### config.mk
export PLATFORM = sky130hd
export DESIGN_NAME = clk_sel_pll
export DESIGN_NICKNAME = d
export VERILOG_FILES = /design/src/shared/clk_sel_pkg.sv /design/src/rtl/clk_sel_pll.sv
export VERILOG_INCLUDE_DIRS = /design/src /design/src/shared
export SDC_FILE = /design/constraint.sdc
export NUM_CORES = 1
export LEC_CHECK = 0
export ABC_AREA = 1
export BUFFER_PORTS_ARGS = -buffer_cell sky130_fd_sc_hd__buf_2
export CELL_PAD_IN_SITES_DETAIL_PLACEMENT = 0
export CELL_PAD_IN_SITES_GLOBAL_PLACEMENT = 1
export CORE_UTILIZATION = 38
export CTS_CLUSTER_SIZE = 25
export DETAILED_ROUTE_END_ITERATION = 8
export MAX_ROUTING_LAYER = met4
export PLACE_DENSITY_LB_ADDON = 0.1
export SLEW_MARGIN = 15
export SYNTH_ARGS = -nofsm -noshare
export SYNTH_HDL_FRONTEND = slang
export SYNTH_SLANG_ARGS = --single-unit
### constraint.sdc
create_clock -name clk -period 4.3 [get_ports clk]
set_clock_uncertainty 0.2 [all_clocks]
set_input_delay 0.645 -clock clk [delete_from_list [all_inputs] [get_ports clk]]
set_output_delay 0.645 -clock clk [all_outputs]
set_load 0.05 [all_outputs]
### src/shared/clk_sel_map.svh
// Register offsets, field positions, reset values and timing counts
`ifndef CLK_SEL_MAP_SVH
`define CLK_SEL_MAP_SVH

// ==========================================================
// Register byte offsets
`define OFS_CLOCK_DIVISOR    12'h000
`define OFS_PLL_FEEDBACK     12'h004
`define OFS_FAST_RC_TUNE     12'h008
`define OFS_SOURCE_CFG       12'h00C
`define OFS_STATUS           12'h010
`define OFS_AUX_CFG          12'h014

// ==========================================================
// Clock divisor register fields, reset values and divider constants
`define CDIV_PRE_LSB         0
`define CDIV_PRE_MSB         4
`define CDIV_POST_LSB        6
`define CDIV_POST_MSB        7
`define CDIV_FRC_LSB         8
`define CDIV_FRC_MSB         10
`define CDIV_RESET           16'h0040
`define FBD_RESET            9'h030
`define FBD_OFFSET           10'h002
`define PRE_OFFSET           6'h02
`define TUNE_RESET           6'h00
`define FRC16_SHIFT          5'h04

// ==========================================================
// Frequencies in kHz, except SLOW_RC_HZ and SYS_CLK_HZ in Hz
`define FAST_RC_KHZ          7370
`define SLOW_RC_HZ           32768
`define SYS_CLK_HZ           40000000
`define SYS_CLK_KHZ          40000
`define INSTR_MAX_KHZ        40000
`define PLL_OUT_MIN_KHZ      12500
`define PLL_OUT_MAX_KHZ      80000
`define VCO_MIN_KHZ          100000
`define VCO_MAX_KHZ          200000

// Clock ticks per half period of the slow RC reference
`define SLOW_RC_HALF_CYC     ((`SYS_CLK_HZ / `SLOW_RC_HZ) / 2)

`endif

### src/shared/clk_sel_pkg.sv
// Types for the system clock select and PLL block
package clk_sel_pkg;

    typedef enum logic [2:0] {
        SRC_FAST_RC      = 3'b000,
        SRC_FAST_RC_PLL  = 3'b001,
        SRC_PRIMARY      = 3'b010,
        SRC_PRIMARY_PLL  = 3'b011,
        SRC_SECOND       = 3'b100,
        SRC_SLOW_RC      = 3'b101,
        SRC_FAST_RC_D16  = 3'b110,
        SRC_FAST_RC_DIVN = 3'b111
    } source_sel_e;

    typedef enum logic [1:0] {
        PRI_EXTERNAL     = 2'b00,
        PRI_CRYSTAL_LOW  = 2'b01,
        PRI_CRYSTAL_HIGH = 2'b10,
        PRI_OFF          = 2'b11
    } primary_mode_e;

    typedef struct packed {
        logic [2:0] initial_source_sel;
        logic [1:0] primary_mode_sel;
        logic       osc_pin_function_cfg;
    } cfg_word_s;

    typedef struct packed {
        logic [4:0] pll_prescale_sel;
        logic [1:0] pll_postscale_sel;
        logic [2:0] fast_rc_postscale_sel;
        logic [8:0] pll_feedback_sel;
    } pll_cfg_s;

    typedef struct packed {
        logic       pll_in_use;
        logic       cfg_invalid;
        logic [2:0] active_source;
        logic [1:0] active_primary;
    } clk_status_s;

endpackage

### src/rtl/clk_sel_pll.sv
// System clock source selection, PLL and clock dividers
//
// The address map and the AHB-Lite slave port were decided locally.
`include "clk_sel_map.svh"
`timescale 1ns/10ps
`default_nettype none

module clk_sel_pll
    import clk_sel_pkg::*;
(
    input  wire logic        clk,
    input  wire logic        rst,
    input  wire logic        clk_en,
    input  wire logic [5:0]  source_select_cfg_word,
    input  wire logic        osc_in_pin,
    input  wire logic        second_crystal_in_pin,
    input  wire logic        aux_clk_in,
    input  wire logic        pll_ref_tick,
    input  wire logic [31:0] haddr,
    input  wire logic [1:0]  htrans,
    input  wire logic        hwrite,
    input  wire logic [2:0]  hsize,
    input  wire logic [31:0] hwdata,
    input  wire logic        hsel,
    input  wire logic        hready,
    output logic      [31:0] hrdata,
    output logic             hreadyout,
    output logic             hresp,
    output logic             osc_out_pin_o,
    output logic             osc_out_pin_oe,
    output logic             instr_clk_en,
    output logic             sys_osc_tick,
    output logic             slow_rc_clk,
    output logic             auxiliary_clock_source,
    output logic      [2:0]  active_source,
    output logic      [31:0] fosc_ratio_num,
    output logic      [15:0] fosc_ratio_den
);

    // ==========================================================
    // Bus slave
    cfg_word_s   cfg_s;
    logic        wr_pend_ff;
    logic [11:0] wr_addr_ff;
    logic [15:0] clock_divisor_reg_ff;
    logic [8:0]  pll_feedback_reg_ff;
    logic [5:0]  tune_ff;
    logic        aux_sel_ff;
    logic [31:0] hrdata_ff;
    logic        bus_take;
    logic [31:0] nxt_rdata;

    assign cfg_s     = source_select_cfg_word;
    assign hreadyout = 1'b1;
    assign hresp     = 1'b0;
    assign hrdata    = hrdata_ff;
    assign bus_take  = hsel && hready && htrans[1];

    always_ff @(posedge clk)
    begin
        if (rst)
        begin
            wr_pend_ff <= 1'b0;
            wr_addr_ff <= 12'h000;
        end
        else if (clk_en && hready)
        begin
            wr_pend_ff <= bus_take && hwrite;
            wr_addr_ff <= haddr[11:0];
        end
    end

    // Software-written divider and tuning state
    always_ff @(posedge clk)
    begin
        if (rst)
        begin
            clock_divisor_reg_ff <= `CDIV_RESET;
            pll_feedback_reg_ff  <= `FBD_RESET;
            tune_ff              <= `TUNE_RESET;
            aux_sel_ff           <= 1'b0;
        end
        else if (clk_en && wr_pend_ff)
        begin
            case (wr_addr_ff)
                `OFS_CLOCK_DIVISOR: clock_divisor_reg_ff <= {5'h00,
                    hwdata[10:6], 1'b0, hwdata[4:0]};
                `OFS_PLL_FEEDBACK:  pll_feedback_reg_ff <= hwdata[8:0];
                `OFS_FAST_RC_TUNE:  tune_ff <= hwdata[5:0];
                `OFS_AUX_CFG:       aux_sel_ff <= hwdata[0];
                default:            aux_sel_ff <= aux_sel_ff;
            endcase
        end
    end

    // ==========================================================
    // Power-on source capture
    logic [2:0] src_ff;
    logic [1:0] pri_ff;
    logic       pin_fn_ff;
    logic       captured_ff;

    // Sampled at the first enabled edge after reset release
    always_ff @(posedge clk)
    begin
        if (rst)
        begin
            src_ff      <= SRC_FAST_RC;
            pri_ff      <= PRI_OFF;
            pin_fn_ff   <= 1'b0;
            captured_ff <= 1'b0;
        end
        else if (clk_en && !captured_ff)
        begin
            src_ff      <= cfg_s.initial_source_sel;
            pri_ff      <= cfg_s.primary_mode_sel;
            pin_fn_ff   <= cfg_s.osc_pin_function_cfg;
            captured_ff <= 1'b1;
        end
    end

    // ==========================================================
    // Decode of selected mode
    logic       use_pll;
    logic       use_primary;
    logic       post_bad;
    logic       pri_bad;
    logic       cfg_bad;
    logic [4:0] pre_f;
    logic [1:0] post_f;
    logic [2:0] fast_rc_postscale_sel_f;
    logic [3:0] post_div;
    logic [8:0] frc_div;

    assign pre_f    = clock_divisor_reg_ff[`CDIV_PRE_MSB:`CDIV_PRE_LSB];
    assign post_f   = clock_divisor_reg_ff[`CDIV_POST_MSB:`CDIV_POST_LSB];
    assign fast_rc_postscale_sel_f = clock_divisor_reg_ff[`CDIV_FRC_MSB:`CDIV_FRC_LSB];

    always_comb
    begin
        use_pll     = 1'b0;
        use_primary = 1'b0;
        case (source_sel_e'(src_ff))
            SRC_FAST_RC_PLL:  use_pll = 1'b1;
            SRC_PRIMARY:      use_primary = 1'b1;
            SRC_PRIMARY_PLL:
            begin
                use_primary = 1'b1;
                use_pll     = 1'b1;
            end
            default:          use_pll = 1'b0;
        endcase
    end

    always_comb
    begin
        case (post_f)
            2'b00:   post_div = 4'd2;
            2'b01:   post_div = 4'd4;
            2'b11:   post_div = 4'd8;
            default: post_div = 4'd4;
        endcase
    end
    assign post_bad = (post_f == 2'b10);
    assign pri_bad  = use_primary && (pri_ff == PRI_OFF);
    assign cfg_bad  = post_bad || pri_bad;

    always_comb
    begin
        case (fast_rc_postscale_sel_f)
            3'd7:    frc_div = 9'd256;
            default: frc_div = 9'(9'd1 << fast_rc_postscale_sel_f);
        endcase
    end

    // ==========================================================
    // Effective settings, held at last valid values while invalid
    pll_cfg_s eff_ff;

    always_ff @(posedge clk)
    begin
        if (rst)
        begin
            eff_ff <= {5'h00, 2'b01, 3'b000, `FBD_RESET};
        end
        else if (clk_en && !cfg_bad)
        begin
            eff_ff <= {pre_f, post_f, fast_rc_postscale_sel_f, pll_feedback_reg_ff};
        end
    end

    // Frequency ratio of fosc to the source: num over den
    logic [9:0]  mult;
    logic [5:0]  pre_div;
    logic [3:0]  eff_post;
    logic [8:0]  eff_frc;

    assign mult    = {1'b0, eff_ff.pll_feedback_sel} + `FBD_OFFSET;
    assign pre_div = {1'b0, eff_ff.pll_prescale_sel} + `PRE_OFFSET;

    always_comb
    begin
        case (eff_ff.pll_postscale_sel)
            2'b00:   eff_post = 4'd2;
            2'b11:   eff_post = 4'd8;
            default: eff_post = 4'd4;
        endcase
        case (eff_ff.fast_rc_postscale_sel)
            3'd7:    eff_frc = 9'd256;
            default: eff_frc = 9'(9'd1 << eff_ff.fast_rc_postscale_sel);
        endcase
    end

    always_ff @(posedge clk)
    begin
        if (rst)
        begin
            fosc_ratio_num <= 32'h0000_0001;
            fosc_ratio_den <= 16'h0001;
        end
        else if (clk_en)
        begin
            if (use_pll)
            begin
                fosc_ratio_num <= {22'h00_0000, mult};
                fosc_ratio_den <= 16'({pre_div, 4'h0} >> 4) * 16'(eff_post);
            end
            else if (src_ff == SRC_FAST_RC_DIVN)
            begin
                fosc_ratio_num <= 32'h0000_0001;
                fosc_ratio_den <= {7'h00, eff_frc};
            end
            else if (src_ff == SRC_FAST_RC_D16)
            begin
                fosc_ratio_num <= 32'h0000_0001;
                fosc_ratio_den <= 16'h0010;
            end
            else
            begin
                fosc_ratio_num <= 32'h0000_0001;
                fosc_ratio_den <= 16'h0001;
            end
        end
    end

    // ==========================================================
    // Oscillator tick selection and divide by two
    logic [8:0]  frc_cnt_ff;
    logic        frc_tick;
    logic        src_tick;
    logic        osc_in_q_ff;
    logic        second_q_ff;
    logic        slow_rc_ff;
    logic [9:0]  slow_cnt_ff;
    logic        half_ff;

    // Fast RC modeled by the core clock and postscaled; tune_ff is not applied
    always_ff @(posedge clk)
    begin
        if (rst)
            frc_cnt_ff <= 9'h000;
        else if (clk_en)
            frc_cnt_ff <= frc_tick ? 9'h000 : frc_cnt_ff + 9'h001;
    end
    assign frc_tick = (src_ff == SRC_FAST_RC_D16)
                    ? (frc_cnt_ff >= 9'd15)
                    : (frc_cnt_ff >= eff_frc - 9'd1);

    always_ff @(posedge clk)
    begin
        if (rst)
        begin
            osc_in_q_ff <= 1'b0;
            second_q_ff <= 1'b0;
        end
        else if (clk_en)
        begin
            osc_in_q_ff <= osc_in_pin;
            second_q_ff <= second_crystal_in_pin;
        end
    end

    // Slow RC reference, driven out on slow_rc_clk
    always_ff @(posedge clk)
    begin
        if (rst)
        begin
            slow_cnt_ff <= 10'h000;
            slow_rc_ff  <= 1'b0;
        end
        else if (clk_en)
        begin
            if (slow_cnt_ff >= 10'(`SLOW_RC_HALF_CYC - 1))
            begin
                slow_cnt_ff <= 10'h000;
                slow_rc_ff  <= ~slow_rc_ff;
            end
            else
                slow_cnt_ff <= slow_cnt_ff + 10'h001;
        end
    end
    assign slow_rc_clk = slow_rc_ff;

    always_comb
    begin
        case (source_sel_e'(src_ff))
            SRC_FAST_RC:      src_tick = 1'b1;
            SRC_FAST_RC_PLL:  src_tick = pll_ref_tick;
            SRC_PRIMARY:      src_tick = osc_in_q_ff && !osc_in_pin;
            SRC_PRIMARY_PLL:  src_tick = pll_ref_tick;
            SRC_SECOND:       src_tick = second_q_ff
                                         && !second_crystal_in_pin;
            SRC_SLOW_RC:      src_tick = (slow_cnt_ff == 10'h000)
                                         && slow_rc_ff;
            SRC_FAST_RC_D16:  src_tick = frc_tick;
            SRC_FAST_RC_DIVN: src_tick = frc_tick;
            default:          src_tick = 1'b0;
        endcase
    end

    always_ff @(posedge clk)
    begin
        if (rst)
        begin
            half_ff      <= 1'b0;
            sys_osc_tick <= 1'b0;
            instr_clk_en <= 1'b0;
        end
        else if (clk_en)
        begin
            sys_osc_tick <= src_tick;
            instr_clk_en <= src_tick && half_ff;
            if (src_tick)
                half_ff <= ~half_ff;
        end
    end

    // ==========================================================
    // Output pin role and auxiliary clock
    logic crystal_on_pins;

    assign crystal_on_pins = use_primary && (pri_ff != PRI_EXTERNAL);

    always_ff @(posedge clk)
    begin
        if (rst)
        begin
            osc_out_pin_o  <= 1'b0;
            osc_out_pin_oe <= 1'b0;
        end
        else if (clk_en)
        begin
            // No drive before the configuration word is captured
            osc_out_pin_oe <= captured_ff && !crystal_on_pins
                              && !pin_fn_ff;
            osc_out_pin_o  <= half_ff;
        end
    end

    always_ff @(posedge clk)
    begin
        if (rst)
            auxiliary_clock_source <= 1'b0;
        else if (clk_en)
            auxiliary_clock_source <= aux_sel_ff ? second_q_ff : aux_clk_in;
    end

    assign active_source = src_ff;

    // ==========================================================
    // Read data
    always_comb
    begin
        case (haddr[11:0])
            `OFS_CLOCK_DIVISOR: nxt_rdata = {16'h0000, clock_divisor_reg_ff};
            `OFS_PLL_FEEDBACK:  nxt_rdata = {23'h00_0000, pll_feedback_reg_ff};
            `OFS_FAST_RC_TUNE:  nxt_rdata = {26'h000_0000, tune_ff};
            `OFS_SOURCE_CFG:    nxt_rdata = {26'h000_0000, src_ff, pri_ff,
                                             pin_fn_ff};
            `OFS_STATUS:        nxt_rdata = {26'h000_0000, use_pll,
                                             cfg_bad, src_ff, post_bad};
            `OFS_AUX_CFG:       nxt_rdata = {31'h0000_0000, aux_sel_ff};
            default:            nxt_rdata = 32'h0000_0000;
        endcase
    end

    always_ff @(posedge clk)
    begin
        if (rst)
            hrdata_ff <= 32'h0000_0000;
        else if (clk_en && bus_take && !hwrite)
            hrdata_ff <= nxt_rdata;
    end

endmodule

`default_nettype wire

[Word level (Yosys, flattened, before mapping)]
Cells that the tools add are included.
Widths: inputs -> output; s select.
Storage, ports and cells
  register bits after elaboration: 173
  logic and storage cells: 113
  input bits: 85
  RAM bits: 0
  latch bits: 0
  bits in read-only memories: 0
  memories: 0
  output and inout bits: 91
Operators by class
  shift-type cells: 1
  div/mod/pow operators: 0
  bitwise logic cells: 2
  $mul: 1
  mux-type cells: 14
  add/subtract/negate cells: 5
  reductions and logical operators: 40
  equality and inequality tests: 19
  order comparisons: 3
Operators by type and width (count)
  $pmux 11 s6: 1
  $eq 12x4->1 const B: 3
  $eq 12x5->1 const B: 3
  $mux 10: 3
  $mux 9: 3
  $eq 12x3->1 const B: 2
  $logic_not 12->1: 2
  $logic_and 1x1->1: 17
  $eq 3x3->1 const B: 5
  $reduce_and 2->1: 6
  $add 10x1->10 const B: 1
  $add 9x2->10 const B: 1
  $ge 10x10->1 const B: 1
  $logic_not 10->1: 1
  $mul 6x4->10: 1
  $add 9x1->9 const B: 1
  $ge 9x4->1 const B: 1
  $ge 9x9->1: 1
  $shl 1x3->9 const A: 1
  $sub 9x1->9 const B: 1
  $pmux 4 s2: 1
  $logic_not 1->1: 7
  $add 5x2->6 const B: 1
  $eq 2x2->1 const B: 3
  11 further kinds: 18

[Longest topological paths before layout]
  depth after elaboration: 7
  depth in mapped cells: 20
  depth with buffers taken out: 19

[Worst setup path after synthesis]
Ideal clock, no wire load.
  path kind: reg-to-reg
  start: register eff_ff[15] (netlist bit)
  end: register fosc_ratio_den[8]
  library setup time: 0.070 ns
  path slack: 1.283 ns
  stages on the path, launching flop included: 15
  path buffers: 0
  required time: 4.030 ns
  arrival time: 2.748 ns
  clock period less this slack: 3.017 ns
  path through: dfxtp_1 -> ha_1 -> xor2_1 -> nand2_1 -> fa_1 -> inv_1 -> ha_1 -> ha_1 -> fa_1 -> nand2_1 -> nand2_1 -> a21oi_1 -> or2_2 -> nand3_1 -> a21oi_1
On the way
  cells in the longest elaborated chain, start to end: 3
Ends and longest elaborated chain
  from (decl): RTL line clk_sel_pll.sv:178  | pll_cfg_s eff_ff;
  from (signal assigned): RTL line clk_sel_pll.sv:184  | eff_ff <= {5'h00, 2'b01, 3'b000, `FBD_RESET};
  from (signal assigned): RTL line clk_sel_pll.sv:188  | eff_ff <= {pre_f, post_f, fast_rc_postscale_sel_f, pll_feedback_reg_ff};
  $add 5x2->6 (no source line)
  $mul 6x4->10: RTL line clk_sel_pll.sv:226  | fosc_ratio_den <= 16'({pre_div, 4'h0} >> 4) * 16'(eff_post);
  $mux 10: RTL line clk_sel_pll.sv:223  | if (use_pll)
  to (signal assigned): RTL line clk_sel_pll.sv:226
  to (signal assigned): RTL line clk_sel_pll.sv:231  | fosc_ratio_den <= {7'h00, eff_frc};
  to (decl): RTL line clk_sel_pll.sv:37  | output logic [15:0] fosc_ratio_den
No other way between the ends.
A chain may end at the register's enable or synchronous reset.

[Worst setup path after layout]
  start: register eff_ff[13] (netlist bit)
  end: register fosc_ratio_den[8]
On the way
  cells in the longest elaborated chain, start to end: 4
  elaborated cells between the ends (all ways): 5
  classes of those cells: mul (1); eq/ne (1); mux (2); reduce/logical (1)
Ends and longest elaborated chain
  $eq 2x2->1 or $logic_not 2->1 (tied branches): RTL line clk_sel_pll.sv:203  | case (eff_ff.pll_postscale_sel)
  $pmux 4 s2 *: RTL line clk_sel_pll.sv:203
  $mul 6x4->10 *: RTL line clk_sel_pll.sv:226
  $mux 10 *: RTL line clk_sel_pll.sv:223
Every way passes the cells marked *; elsewhere a longest branch is shown, timed or not.

==> out/metrics.csv <==
stage;metric;value;unit
global_routing;first-pass GRT wire length;27100;um
floorplanning;initial core utilization;39.5;%
worst_hold_path;worst hold start;tune_ff[5];
floorplanning;full die area;0.0180;mm^2
cells_and_area;fill count;1838;
sta;Hold Violations, Final;0;
detailed_routing;DRC viols;0;
sta;TNS Setup;0;ns
global_routing;grt ovf;0;
place;dpl ws;1.06;ns
floorplanning;Die Ht;134;um
clock_tree;Setup Buffers After CTS;0;
worst_setup_path;CP arrival;3.39;ns
clock_tree;Clock transition at path regs;0.06;ns
worst_setup_path;CP startpoint;eff_ff[13];
clock_tree;clock buffer count from CTS;17;
power;PwrDens;398;mW/mm^2
logic_synthesis;Cell Area, Synth;0.00664;mm^2
global_routing;initial antenna violation count;0;
cells_and_area;final net count;1119;
logic_synthesis;top cells by area, synth;dfxtp_1, nand2_1, a21oi_1;
worst_hold_path;Hold Crit Class;flop to flop;
logic_synthesis;top-count cell post-synth;nand2_1;
worst_setup_path;Crit Path Class;flop to flop;
detailed_routing;post-DR wirelength/cell;13.4;um
sta;Tmin final;3.24;ns
detailed_routing;total wire length;16400;um
detailed_routing;Final ANT Viol Nets;0;
clock_tree;CTS tree;built;
global_routing;largest net degree at the start of global routing;35;
worst_setup_path;Worst setup SP type;flop;
floorplanning;num rows;47;
cells_and_area;cell area after layout;0.00760;mm^2
place;IO Port Bufs;79;
logic_synthesis;Yosys reg bits;124;
sta;maximum operating frequency;309;MHz
clock_tree;CTS Hold Buffers Added;0;
cells_and_area;n_diodes;0;
sta;Slew @ Worst Pin;0.669;ns
worst_setup_path;Worst Path Max Fanout;6;
logic_synthesis;post-synthesis cell count;923;
cells_and_area;P&R area growth vs syn;14.4;%
floorplanning;Core Region;0.0168;mm^2
sta;Final Max Slew Viols;0;
sta;Final Setup Violations;0;
logic_synthesis;ys flop type;dfxtp_1;
clock_tree;Worst-Skew Late Latency;0.42;ns
logic_synthesis;EDFF count, synth;0;
floorplanning;Die Width;134;um
detailed_routing;total iterations of the first detailed-routing run;4;
floorplanning;# IOs;176;
logic_synthesis;Async S/R FF share, synth;0;%
detailed_routing;DR vias;5718;
cells_and_area;share of cells above drive strength 1;12.9;%
place;placed instance area;0.00704;mm^2
clock_tree;CTS Buffer Depth;2;
place;RePlAce Congestion;0.815;
detailed_routing;initial drt markers;275;
logic_synthesis;Synth top area share;37.4;%
outcome;status;completed;
sta;Slew HR;55.4;%
power;Worst IR Drop VDD;285;uV
global_routing;vias in the first global route;5228;
clock_tree;post_cts resized;0;
worst_setup_path;Worst Setup End Kind;flop;
clock_tree;Root Buffer;clkbuf_16;
detailed_routing;via/cell ratio;4.66;
sta;crit share post-route;75.4;%
logic_synthesis;mean area per synthesized cell;7.19;um^2
worst_setup_path;Critical R2R Launch;eff_ff[13];
global_routing;total global-route track usage;19.9;%
logic_synthesis;synth cell count leaders;nand2_1, dfxtp_1, inv_1, a21oi_1, nor2_1;
logic_synthesis;sequential area share after synthesis;37.4;%
worst_setup_path;Crit path required time;4.45;ns
clock_tree;TritonCTS sink count;124;
sta;RSZ-0062 raised after global routing;false;
clock_tree;# H-tree levels;4;
power;Leakage;0.00352;uW
logic_synthesis;largest area contributor in the netlist;dfxtp_1;
logic_synthesis;Synth Warn #;0;
place;DP Wirelength;12300;um
logic_synthesis;number of distinct library cells after synthesis;41;
job;Max Cap Viol;0;
sta;final setup margin;1.06;ns
-- through the flow --
step	total power [uW]	hold slack, ns	utilization (%)	instances
global placement	1680	0.236	41.9	1198
floorplan	1610	0.224	-	972
detailed placement	1680	0.237	41.9	1198
finish	3020	0.246	45.2	1226
global route	3160	0.257	45.2	1226
CTS	3060	0.246	45.2	1226
-- worst max-delay path, cell delays in order, from the launching register on --
cell	delay (ns)
dfxtp_1	0.33
inv_1	0.06
ha_1	0.40
nand2_1	0.11
fa_1	0.50
inv_1	0.04
ha_1	0.28
ha_1	0.23
fa_1	0.39
nand2_1	0.10
nand2_1	0.06
a21oi_1	0.14
or2_2	0.13
nand3_1	0.07
a21oi_1	0.13
-- final cells by class --
class                      instances  area, um^2  area share, %
tap                              220         275           3.62
timing repair buffer              86         448           5.90
clock inverter                     8        96.3           1.27
sequential                       124        2480           32.7
multi-input combinational        644        3370           44.4
inverter                         124         465           6.13
clock buffer                      20         457           6.01
-- registers in the layout (all words and copies together), names as in the netlist, 2 cells and up --
signal,cells
wr_addr_ff,12
slow_cnt_ff,10
hrdata,11
pri_ff,2
tune_ff,6
fosc_ratio_den,10
eff_ff,19
fosc_ratio_num,10
pll_feedback_reg_ff,9
clock_divisor_reg_ff,10
active_source,3
frc_cnt_ff,9
-- layer usage --
metal | wire (um) | track usage (%)
met1 | 8350 | 26.8
met2 | 7420 | 30.0
met3 | 498 | 3.70
met4 | 179 | 6.68
met5 | 0 | -
-- path summary, 6_finish.rpt --
path | slack (ns) | cells past startpoint | end
setup / recovery | 1.06 | 14 | fosc_ratio_den[8]
hold / removal | 0.25 | 2 | tune_ff[5]
setup reg to reg | 1.06 | 14 | fosc_ratio_den[8]
hold reg to reg | 0.25 | 2 | tune_ff[5]
-- layout by cell type (no fill, tap or decap), types with 14 or more instances in the layout --
master     synthesis  layout
nor3_1            16      16
o21ai_0           73      73
inv_1            119     118
conb_1             2      51
a21oi_1          100     100
dfxtp_1          124     124
buf_2              9      79
ha_1              32      32
nand2_1          164     164
clkbuf_16          0      17
nand3_1           56      56
nand4_1           14      14
nor2_1            77      77
-- logic make-up (layout without fill, tap and decap cells) --
| logic type | count (synthesis) | count (layout) | synth area share [%] |
|---|---|---|---|
| xor gates and xnor gates | 9 | 9 | 1.19 |
| and+or+nand+nor | 352 | 352 | 23.9 |
| adders and majority gates | 37 | 37 | 7.54 |
| buffers and inverters | 204 | 238 | 14.6 |
| AOI/OAI and AO/OA | 195 | 195 | 15.3 |
| other | 2 | 51 | 0.113 |
| DFF | 124 | 124 | 37.4 |
-- power breakdown --
| part | leakage, uW | total [uW] | switching, uW | internal (uW) |
|---|---|---|---|---|
| Clock | 0.000273 | 1370 | 504 | 865 |
| Sequential | 0.00101 | 1230 | 34.9 | 1190 |
| Combinational | 0.00224 | 427 | 323 | 104 |
Note: power is estimated with default switching activity, not from simulation.
